--- src/common/adcs_consts.svh ---
`ifndef ADCS_CONSTS_SVH
`define ADCS_CONSTS_SVH

// Pin slots in the synchroniser vector
`define ADCS_PIN_SCLK 0
`define ADCS_PIN_CSN 1
`define ADCS_PIN_FS 2
`define ADCS_PIN_SDI 3
`define ADCS_PIN_STROBE 4

// Serial frame layout
`define ADCS_FRAME_BITS 5'h10
`define ADCS_CMD_BITS 5'h04

// Command codes
`define ADCS_CMD_POWER_DOWN 4'h8
`define ADCS_CMD_READ_SETUP 4'h9
`define ADCS_CMD_WRITE_SETUP 4'hA
`define ADCS_CMD_TEST_FIRST 4'hB
`define ADCS_CMD_TEST_LAST 4'hD
`define ADCS_CMD_FIFO_READ 4'hE

// Setup word field positions
`define ADCS_F_REF_INT 11
`define ADCS_F_TWOS 10
`define ADCS_F_LONG_SAMPLE 9
`define ADCS_F_CLK_DIV2 8
`define ADCS_F_PSEUDO_DIFF 7
`define ADCS_F_MODE_HI 6
`define ADCS_F_MODE_LO 5
`define ADCS_F_SEQ_HI 4
`define ADCS_F_SEQ_LO 3
`define ADCS_F_EOC_SEL 2
`define ADCS_F_THR_HI 1
`define ADCS_F_THR_LO 0

// Reset value of the setup word
`define ADCS_SETUP_RESET 12'h000

// Sampling lengths in serial clocks
`define ADCS_SAMPLE_SHORT 5'h0C
`define ADCS_SAMPLE_LONG 5'h18

// Result buffer depth
`define ADCS_FIFO_DEPTH 4'h8

`endif

--- src/common/adcs_pkg.sv ---
`default_nettype none
package adcs_pkg;

    // Conversion modes held in the setup word
    typedef enum logic [1:0] {
        MODE_ONE_SHOT,
        MODE_REPEAT,
        MODE_SWEEP,
        MODE_REPEAT_SWEEP
    } adcs_mode_t;

    // Sample and convert sequencer
    typedef enum logic [1:0] {
        PH_IDLE,
        PH_SAMPLE,
        PH_CONVERT
    } adcs_phase_t;

endpackage
`default_nettype wire

--- src/rtl/adcs_pair_buffer.sv ---
`default_nettype none
`include "adcs_consts.svh"

module adcs_pair_buffer #(
    parameter int WIDTH = 12
) (
    input wire logic ref_clk,
    input wire logic rst_n,
    input wire logic [WIDTH-1:0] inData,
    input wire logic inValid,
    output logic inReady,
    output logic [WIDTH-1:0] outData,
    output logic outValid,
    input wire logic outReady
);

    typedef struct packed {
        logic [1:0][WIDTH-1:0] mem;
        logic wrPtr;
        logic rdPtr;
        logic [1:0] count;
    } adcs_buf_state_t;

    adcs_buf_state_t r;
    adcs_buf_state_t n;

    // Handshakes come straight from the fill count
    assign inReady = (r.count != 2'h2);
    assign outValid = (r.count != 2'h0);
    assign outData = r.mem[r.rdPtr];

    // Push and pop, both allowed in one cycle
    always_comb begin
        n = r;
        if (inValid && inReady) begin
            n.mem[r.wrPtr] = inData;
            n.wrPtr = ~r.wrPtr;
        end
        if (outValid && outReady) begin
            n.rdPtr = ~r.rdPtr;
        end
        n.count = r.count + {1'b0, inValid && inReady} - {1'b0, outValid && outReady};
    end

    always_ff @(posedge ref_clk or negedge rst_n) begin
        if (!rst_n) begin
            r <= '0;
        end else begin
            r <= n;
        end
    end

endmodule
`default_nettype wire

--- src/rtl/adcs_control.sv ---
`default_nettype none
`include "adcs_consts.svh"

// Overview of operation
// - Single 12-bit setup word, kept through power-down
// - Setup write is 16 bits, pauses allowed
// - Setup read returns word after a single zero bit
// - Bit 11 picks internal or external reference
// - Bit 10 picks binary or two's complement
// - Bit 9 sets 12 or 24 clock sampling
// - Bit 8 divides conversion clock by two
// - Bit 7 selects pseudo-differential inputs
// - Bits 6..5 select the conversion mode
// - Bits 4..3 select the sweep channel order
// - Sweep order only used in sweep modes
// - Bit 2 makes event pin interrupt or busy
// - Bits 1..0 set the buffer threshold level
// - Sampling starts after a conversion command nibble
// - Strobe low samples, strobe rise converts
// - Stored result shifts out in next frame
// - Frame sync triggers with chip select held
// - One-shot bypasses buffer, signals busy or done
// - Threshold unread means buffer discarded, restart
// - Chip select framing: rise captures, fall shifts
// - Frame sync framing: fall captures, rise shifts
// - Buffer read returns result in upper twelve bits
module adcs_control (
    input wire logic ref_clk,
    input wire logic rst_n,
    input wire logic sclk,
    input wire logic csN,
    input wire logic frameSync,
    input wire logic serialIn,
    input wire logic sampleWindowStrobeN,
    output logic serialOut,
    output logic serialOutEn,
    output logic eventPinN,
    output logic sampleHold,
    output logic convStart,
    output logic convTick,
    output logic [3:0] convChannel,
    output logic refInternal,
    output logic pseudoDiff,
    output logic powerDown,
    input wire logic [11:0] convResult,
    input wire logic convResultValid,
    output logic convResultReady
);

    typedef struct packed {
        logic [4:0] pinS1;
        logic [4:0] pinS2;
        logic [4:0] pinS3;
        logic [4:0] pinStable;
        logic frameActive;
        logic spiMode;
        logic [4:0] bitCnt;
        logic [11:0] shiftIn;
        logic [3:0] cmdReg;
        logic [15:0] outShift;
        logic [11:0] setupWord;
        logic powerDown;
        adcs_pkg::adcs_phase_t phase;
        logic extended;
        logic [4:0] sampleCnt;
        logic [3:0] selCode;
        logic convStart;
        logic convTick;
        logic divPhase;
        logic [2:0] sweepIdx;
        logic [7:0][11:0] fifoMem;
        logic [2:0] rdPtr;
        logic [2:0] wrPtr;
        logic [3:0] fifoCount;
        logic thrHit;
        logic [11:0] lastResult;
        logic intPending;
    } adcs_state_t;

    adcs_state_t r;
    adcs_state_t n;
    logic [11:0] bufData;
    logic bufValid;
    logic bufReady;
    adcs_pkg::adcs_mode_t mode;

    // Results from the core pass a two-entry buffer before storage
    adcs_pair_buffer #(
        .WIDTH(12)
    ) resultBuffer (
        .ref_clk(ref_clk),
        .rst_n(rst_n),
        .inData(convResult),
        .inValid(convResultValid),
        .inReady(convResultReady),
        .outData(bufData),
        .outValid(bufValid),
        .outReady(bufReady)
    );

    assign mode = adcs_pkg::adcs_mode_t'(r.setupWord[`ADCS_F_MODE_HI:`ADCS_F_MODE_LO]);

    // Sweep order lookup; channel tables
    function automatic logic [2:0] sweepChannel(input logic [1:0] seq, input logic [2:0] idx);
        logic [2:0] ch;
        ch = idx;
        case (seq)
            2'h0: ch = idx;
            2'h1: ch = {idx[1:0], 1'b0};
            2'h2: ch = {idx[2:1], 1'b0};
            default: ch = {1'b0, idx[0], 1'b0};
        endcase
        return ch;
    endfunction

    // Draining stalls the core when the storage buffer is full
    // one-shot never waits on the buffer
    assign bufReady = (mode == adcs_pkg::MODE_ONE_SHOT) || (r.fifoCount != `ADCS_FIFO_DEPTH);

    // Pin and status outputs
    assign serialOut = r.outShift[15];
    assign serialOutEn = r.frameActive;
    assign sampleHold = (r.phase == adcs_pkg::PH_SAMPLE);
    assign convStart = r.convStart;
    assign convTick = r.convTick;
    assign powerDown = r.powerDown;
    assign refInternal = r.setupWord[`ADCS_F_REF_INT];
    assign pseudoDiff = r.setupWord[`ADCS_F_PSEUDO_DIFF];

    // sweep order steers channel only in sweep modes
    always_comb begin
        if (mode == adcs_pkg::MODE_SWEEP || mode == adcs_pkg::MODE_REPEAT_SWEEP) begin
            convChannel = {1'b0, sweepChannel(r.setupWord[`ADCS_F_SEQ_HI:`ADCS_F_SEQ_LO], r.sweepIdx)};
        end else begin
            convChannel = r.selCode;
        end
    end

    // event pin is busy only in one-shot with busy select
    always_comb begin
        if (mode == adcs_pkg::MODE_ONE_SHOT && r.setupWord[`ADCS_F_EOC_SEL]) begin
            eventPinN = ~(r.phase == adcs_pkg::PH_CONVERT);
        end else begin
            eventPinN = ~r.intPending;
        end
    end

    // Next-state logic for the whole control block
    always_comb begin
        logic [4:0] stableNow;
        logic [4:0] rise;
        logic [4:0] fall;
        logic capEdge;
        logic chgEdge;
        logic [3:0] cmdNow;
        logic [11:0] wordNow;
        logic [11:0] formatted;
        logic [4:0] sampleLen;
        logic [3:0] level;
        logic push;
        logic pop;
        logic clearFifo;
        stableNow = '0;
        rise = '0;
        fall = '0;
        capEdge = 1'b0;
        chgEdge = 1'b0;
        cmdNow = '0;
        wordNow = '0;
        formatted = '0;
        sampleLen = '0;
        level = '0;
        push = 1'b0;
        pop = 1'b0;
        clearFifo = 1'b0;
        n = r;
        n.convStart = 1'b0;
        n.convTick = 1'b0;

        // Three-stage sync; a level is taken once stages two and three agree
        n.pinS1 = {sampleWindowStrobeN, serialIn, frameSync, csN, sclk};
        n.pinS2 = r.pinS1;
        n.pinS3 = r.pinS2;
        stableNow = (~(r.pinS2 ^ r.pinS3) & r.pinS3) | ((r.pinS2 ^ r.pinS3) & r.pinStable);
        n.pinStable = stableNow;
        rise = stableNow & ~r.pinStable;
        fall = ~stableNow & r.pinStable;

        // chip-select framing captures on rise, shifts on fall
        // frame-sync framing captures on fall, shifts on rise
        capEdge = r.spiMode ? rise[`ADCS_PIN_SCLK] : fall[`ADCS_PIN_SCLK];
        chgEdge = r.spiMode ? fall[`ADCS_PIN_SCLK] : rise[`ADCS_PIN_SCLK];

        // Output shifter moves on the change edge
        if (r.frameActive && chgEdge) begin
            n.outShift = {r.outShift[14:0], 1'b0};
        end

        // result drain into one-shot holder or buffer
        // coding applied on the way in
        formatted = bufData ^ {r.setupWord[`ADCS_F_TWOS], 11'h000};
        if (bufValid && bufReady) begin
            if (mode == adcs_pkg::MODE_ONE_SHOT) begin
                n.lastResult = formatted;
            end else begin
                push = 1'b1;
                n.fifoMem[r.wrPtr] = formatted;
                n.wrPtr = r.wrPtr + 3'h1;
                n.sweepIdx = r.sweepIdx + 3'h1;
            end
        end

        // Capture serial input bits
        if (r.frameActive && capEdge && r.bitCnt != `ADCS_FRAME_BITS) begin
            n.shiftIn = {r.shiftIn[10:0], stableNow[`ADCS_PIN_SDI]};
            n.bitCnt = r.bitCnt + 5'h01;
            cmdNow = {r.shiftIn[2:0], stableNow[`ADCS_PIN_SDI]};
            wordNow = {r.shiftIn[10:0], stableNow[`ADCS_PIN_SDI]};
            if (n.bitCnt == `ADCS_CMD_BITS) begin
                n.cmdReg = cmdNow; // Kept for the whole frame
                // threshold not served by a read discards the buffer
                if (r.thrHit && cmdNow != `ADCS_CMD_FIFO_READ) begin
                    clearFifo = 1'b1;
                end
                // conversion commands open the sampling period
                if (!cmdNow[3] || (cmdNow >= `ADCS_CMD_TEST_FIRST && cmdNow <= `ADCS_CMD_TEST_LAST)) begin
                    n.phase = adcs_pkg::PH_SAMPLE;
                    n.extended = 1'b0;
                    n.sampleCnt = '0;
                    n.selCode = cmdNow;
                    n.powerDown = 1'b0;
                end else if (cmdNow == `ADCS_CMD_POWER_DOWN) begin
                    // power-down leaves the setup word untouched
                    n.powerDown = 1'b1;
                end else if (cmdNow == `ADCS_CMD_READ_SETUP) begin
                    // setup word follows a single zero bit
                    n.outShift = {1'b0, r.setupWord, 3'h0};
                end else if (cmdNow == `ADCS_CMD_FIFO_READ && r.fifoCount != 4'h0) begin
                    // word already loaded, consume the entry
                    pop = 1'b1;
                end
            end
            // the sixteenth captured bit completes a write
            if (n.bitCnt == `ADCS_FRAME_BITS && r.cmdReg == `ADCS_CMD_WRITE_SETUP) begin
                n.setupWord = wordNow;
                if (wordNow[`ADCS_F_MODE_HI:`ADCS_F_MODE_LO] != r.setupWord[`ADCS_F_MODE_HI:`ADCS_F_MODE_LO]) begin
                    clearFifo = 1'b1;
                end
            end
        end

        sampleLen = r.setupWord[`ADCS_F_LONG_SAMPLE] ? `ADCS_SAMPLE_LONG : `ADCS_SAMPLE_SHORT;
        case (r.phase)
            adcs_pkg::PH_IDLE: begin
                // strobe fall opens an extended sample
                if (fall[`ADCS_PIN_STROBE]) begin
                    n.phase = adcs_pkg::PH_SAMPLE;
                    n.extended = 1'b1;
                    n.powerDown = 1'b0;
                end
            end
            adcs_pkg::PH_SAMPLE: begin
                if (r.extended) begin
                    if (rise[`ADCS_PIN_STROBE]) begin
                        n.phase = adcs_pkg::PH_CONVERT;
                        n.convStart = 1'b1;
                        n.divPhase = 1'b0;
                    end
                end else if (capEdge) begin
                    n.sampleCnt = r.sampleCnt + 5'h01;
                    if (n.sampleCnt == sampleLen) begin
                        n.phase = adcs_pkg::PH_CONVERT;
                        n.convStart = 1'b1;
                        n.divPhase = 1'b0;
                    end
                end
            end
            default: begin
                // conversion clock is serial clock or half of it
                if (rise[`ADCS_PIN_SCLK]) begin
                    n.divPhase = ~r.divPhase;
                    n.convTick = ~r.setupWord[`ADCS_F_CLK_DIV2] | r.divPhase;
                end
                if (convResultValid && convResultReady) begin
                    n.phase = adcs_pkg::PH_IDLE;
                end
            end
        endcase

        // frame sync may restart frames with chip select held low
        if (rise[`ADCS_PIN_CSN]) begin
            n.frameActive = 1'b0;
        end else if ((fall[`ADCS_PIN_CSN] && stableNow[`ADCS_PIN_FS]) ||
                     (fall[`ADCS_PIN_FS] && !stableNow[`ADCS_PIN_CSN])) begin
            n.frameActive = 1'b1;
            n.spiMode = fall[`ADCS_PIN_CSN];
            n.bitCnt = '0;
            // stored result leads the new frame
            if (mode == adcs_pkg::MODE_ONE_SHOT) begin
                n.outShift = {r.lastResult, 4'h0};
                n.intPending = 1'b0;
            end else begin
                n.outShift = {r.fifoMem[r.rdPtr], 4'h0};
            end
        end

        // Buffer read side and fill count
        if (pop) begin
            n.rdPtr = r.rdPtr + 3'h1;
        end
        n.fifoCount = r.fifoCount + {3'h0, push} - {3'h0, pop};
        if (pop && n.fifoCount == 4'h0) begin
            n.thrHit = 1'b0;
            n.intPending = 1'b0;
        end
        // level index of newest entry is count minus one
        level = 4'h7 - {1'h0, r.setupWord[`ADCS_F_THR_HI:`ADCS_F_THR_LO], 1'b0} + 4'h1;
        if (push && n.fifoCount == level) begin
            n.thrHit = 1'b1;
            n.intPending = 1'b1;
        end
        // one-shot completion raises the done flag, set wins except over a buffer discard
        if (bufValid && bufReady && mode == adcs_pkg::MODE_ONE_SHOT) begin
            n.intPending = 1'b1;
        end
        if (clearFifo) begin
            n.rdPtr = '0;
            n.wrPtr = '0;
            n.fifoCount = '0;
            n.thrHit = 1'b0;
            n.intPending = 1'b0;
            n.sweepIdx = '0;
        end
    end

    // Single state register
    always_ff @(posedge ref_clk or negedge rst_n) begin
        if (!rst_n) begin
            r <= '0;
            r.pinS1 <= 5'h1F;
            r.pinS2 <= 5'h1F;
            r.pinS3 <= 5'h1F;
            r.pinStable <= 5'h1F;
            r.spiMode <= 1'b1;
            r.setupWord <= `ADCS_SETUP_RESET;
        end else begin
            r <= n;
        end
    end

endmodule
`default_nettype wire

--- config.mk ---
export PLATFORM = sky130hd
export DESIGN_NAME = adcs_control
export DESIGN_NICKNAME = d
export VERILOG_FILES = /design/src/common/adcs_pkg.sv /design/src/rtl/adcs_pair_buffer.sv /design/src/rtl/adcs_control.sv
export VERILOG_INCLUDE_DIRS = /design/src /design/src/common
export SDC_FILE = /design/constraint.sdc
export NUM_CORES = 1
export LEC_CHECK = 0
export BUFFER_PORTS_ARGS = -buffer_cell sky130_fd_sc_hd__buf_2
export CORE_UTILIZATION = 25
export CTS_BUF_LIST = sky130_fd_sc_hd__clkbuf_2
export DETAILED_ROUTE_END_ITERATION = 16
export GPL_TIMING_DRIVEN = 0
export HOLD_SLACK_MARGIN = 0.12
export PLACE_DENSITY = 0.37
export RECOVER_POWER = 50
export SYNTH_ARGS = -nofsm -noshare
export SYNTH_HDL_FRONTEND = slang
export SYNTH_SLANG_ARGS = --single-unit
--- constraint.sdc ---
create_clock -name ref_clk -period 3 [get_ports ref_clk]
set_input_delay 0.15 -clock ref_clk [delete_from_list [all_inputs] [get_ports ref_clk]]
set_output_delay 0.15 -clock ref_clk [all_outputs]
set_load 0.01 [all_outputs]
==> flow_summary.yaml <==
yosys:
  synth-seq-area-share_pct: 56.04
  synth_top_area_share_pct: 50.85
  synthMuxAreaShare_pct: 14.41
  syn_area_per_cell_um2: 11.24
  synth_top_family_by_area: "multiplexers"
  synth_seq_cells: 237
  synth_cell_types: 53
  ys.flop_type: "dfrtp_1"
  async_reset_ff_share_pct: 100.0
  syn_area_mm2: 0.01063
  synth.most_common_cell: "dfrtp_1"
  synth_edf_count: 0
  synthSimpleGateAreaFrac_pct: 12.77
  yosysTopAreaCell: "dfrtp_1"
  synth_xor_area_share_pct: 2.060
  synth_warnings: 0
  synthAdderAreaFrac_pct: 2.354
  synth-compound-area-share_pct: 9.369
  postSynthCellCount: 946
  synth_nets: 983
  synth_commonest_cells: "dfrtp_1, nor2_1, nand2_1"
  synth.area.top_cells: "dfrtp_1, mux2_2, dfstp_2"
die:
  initial_core_util_pct: 25.34
  die_h_um: 208.2
  placeableCoreArea_mm2: 0.04195
  die_area_mm2: 0.04335
  die_w_um: 208.2
  io_pins: 34
  rows: 75
global_route:
  grt_pass1_vias: 8134
  grt_overflow: 0
  antenna_found_initial: 1
  grt_max_degree: 109
  grt_pass1_wl_um: 45060
  track_usage_pct: 13.37
drt:
  wl_met1_um: 12830
  wl_met2_um: 12540
  met3_length_um: 1358
  drt_pass1_iterations: 4
  top_layer: "met4"
  drc: 0
  via_per_inst: 4.421
  wl_um: 27390
  drt_iter0_markers: 302
  wl_per_cell_um: 16.01
  antenna_left: 0
  vias: 7564
flow_run:
  drv_cap: 1
power_and_ir_drop:
  p_per_area_mw_per_mm2: 644.3
  power.total_mw: 8.338
  peakVddDrop_v: 0.0003889
  p_leak_nw: 5.852
layout:
  finalInstanceArea_mm2: 0.01294
  layout-drive-gt1-share_pct: 28.35
  synthToLayoutAreaGrowth_pct: 21.74
  fill_cells: 4392
  nets: 1158
timing:
  drv_slew: 43
  clock_skew_ns: 0.06857
  setup_viol: 2
  fmax_mhz: 313.3
  setup_tns_ns: -0.3036
  tightestPinTransition_ns: 2.217
  final.period_utilization_pct: 106.4
  hold_violations: 0
  fin_ws_ns: -0.1918
  grt_setup_unrepaired: "yes"
  min_period_ns: 3.192
  slew-limit-headroom_pct: -47.79
  timing.hold.ws_ns: 0.3261
clocking:
  insertion_delay_ns: 0.94
  htree_levels: 3
  clkTransAtPathRegs_ns: 0.09
  cts-root-buf: "clkbuf_2"
  cts_tree: "done"
  clk_path_buf_depth: 3
  cts_made_buffers: 71
  cts_sinks: 237
setup_path:
  reg2reg_slack_ns: -0.19
  path_buf_inv: 3
  path_class: "reg -> reg"
  crit_family: "adder cells"
  slowest_stage: "fa_2"
  path_cells: "a21o_1, o21ai_4, inv_2, nand4b_1, a21oi_2, nor2b_4, ha_4, inv_4, ha_4, inv_2, fa_2, xnor2_2, nor3b_2, nand3_1, mux2i_1, nor2b_1, a21oi_1"
  start_kind: "flip-flop"
  required_ns: 3.84
  slowest_delay_ns: 0.57
  end_kind: "flip-flop"
  cp_max_fo: 2
  crit_arrival_ns: 4.04
place:
  placement.io_buffers: 33
  dpl.hpwl_um: 19250
  dpl-instance-area_mm2: 0.01154
  gp_congestion: 0.7386
outcome:
  violations: "max-capacitance violations, max-slew violations, negative setup slack"
  outcome: "finished with violations"
worst_hold_path:
  min_path_type: "in -> reg"
-- cells in the final DEF, fill, tap and decap left out, drive strengths merged, types with 6 or more instances in the layout --
master	instances
dlygate4sd3	37
xnor2	12
mux2i	36
mux4	24
o22ai	15
dfstp	21
nand3	15
xor2	13
dfrtp	216
clkinv	6
mux2	56
buf	85
inv	28
ha	16
nor2	120
clkbuf	140
nand2	96
o21ai	75
a21oi	82
nor3	8
-- tightest hold or removal path, delay by kind of cell --
family                 cells  cell delay, ns
XOR/XNOR                   1            0.10
buffers and inverters      2            0.65
AND/OR/NAND/NOR            1            0.27
-- state kept, by name, summed over array words and instances, names as in the netlist --
name,flops
serialOutEn,1
powerDown,1
convTick,1
pseudoDiff,1
mode,2
convStart,1
resultBuffer.r,28
r,190
n,10
serialOut,1
refInternal,1
-- kinds of logic after synthesis --
kind of cell,after synthesis
muxes,116
adders and majority gates,20
DFF,237
buffers and inverters,76
and+or+nand+nor,286
AOI/OAI and AO/OA,186
xor gates and xnor gates,25
-- final cells by class --
type	count	area [µm²]	share of cell area, %
buffer	50	227.7	1.760
timing repair buffer	103	849.6	6.565
tap	539	674.4	5.211
antenna	1	2.502	0.01934
inverter	25	96.34	0.7445
multi-input combinational	633	4496	34.74
sequential	237	5959	46.05
clock buffer	111	555.5	4.293
clock inverter	12	80.08	0.6188
-- final timing paths --
path,to,cells after the start,startpoint
setup / recovery,r[0],17,r[193]
hold / removal,resultBuffer.r[3],4,convResultValid
setup reg to reg,r[0],17,r[193]
hold reg to reg,n[198],0,n[203]
max in group asynchronous,resultBuffer.r[15],5,rst_n
min in group asynchronous,r[183],4,rst_n
-- through the flow --
step | setup slack (ns) | util, % | instances
finish | -0.1918 | 30.85 | 1711
global route | -0.4370 | 30.85 | 1711
CTS | -0.2122 | 30.61 | 1706
detailed placement | -0.7069 | 27.52 | 1520
global placement | -3.005 | 27.36 | 1518
floorplan | -0.08714 | - | 946
-- where the power goes --
group          leakage [nW]  switching, mW  internal (mW)  total (mW)
clock network         0.500           1.44           1.05        2.50
registers              3.11          0.300           3.67        3.97
logic                  2.24           1.11          0.761        1.87
-- per-layer routing --
metal | up-vias | global-route usage [%]
met4 | 0 | 5.390
met1 | 3692 | 17.74
met2 | 132 | 20.49
met5 | - | 0
li1 | 3686 | -
met3 | 54 | 3.758
-- what timing repair did --
action / 4_1_cts / 5_1_grt
pin swaps: 13 / 9
endpoints found under the hold margin: 270 / 0
setup endpoints to repair: 5 / 25
hold buffers: 38 / 0
buffers inserted: 25 / 5
gates resized for setup: 19 / 17
(Power assumes the default switching activity.)
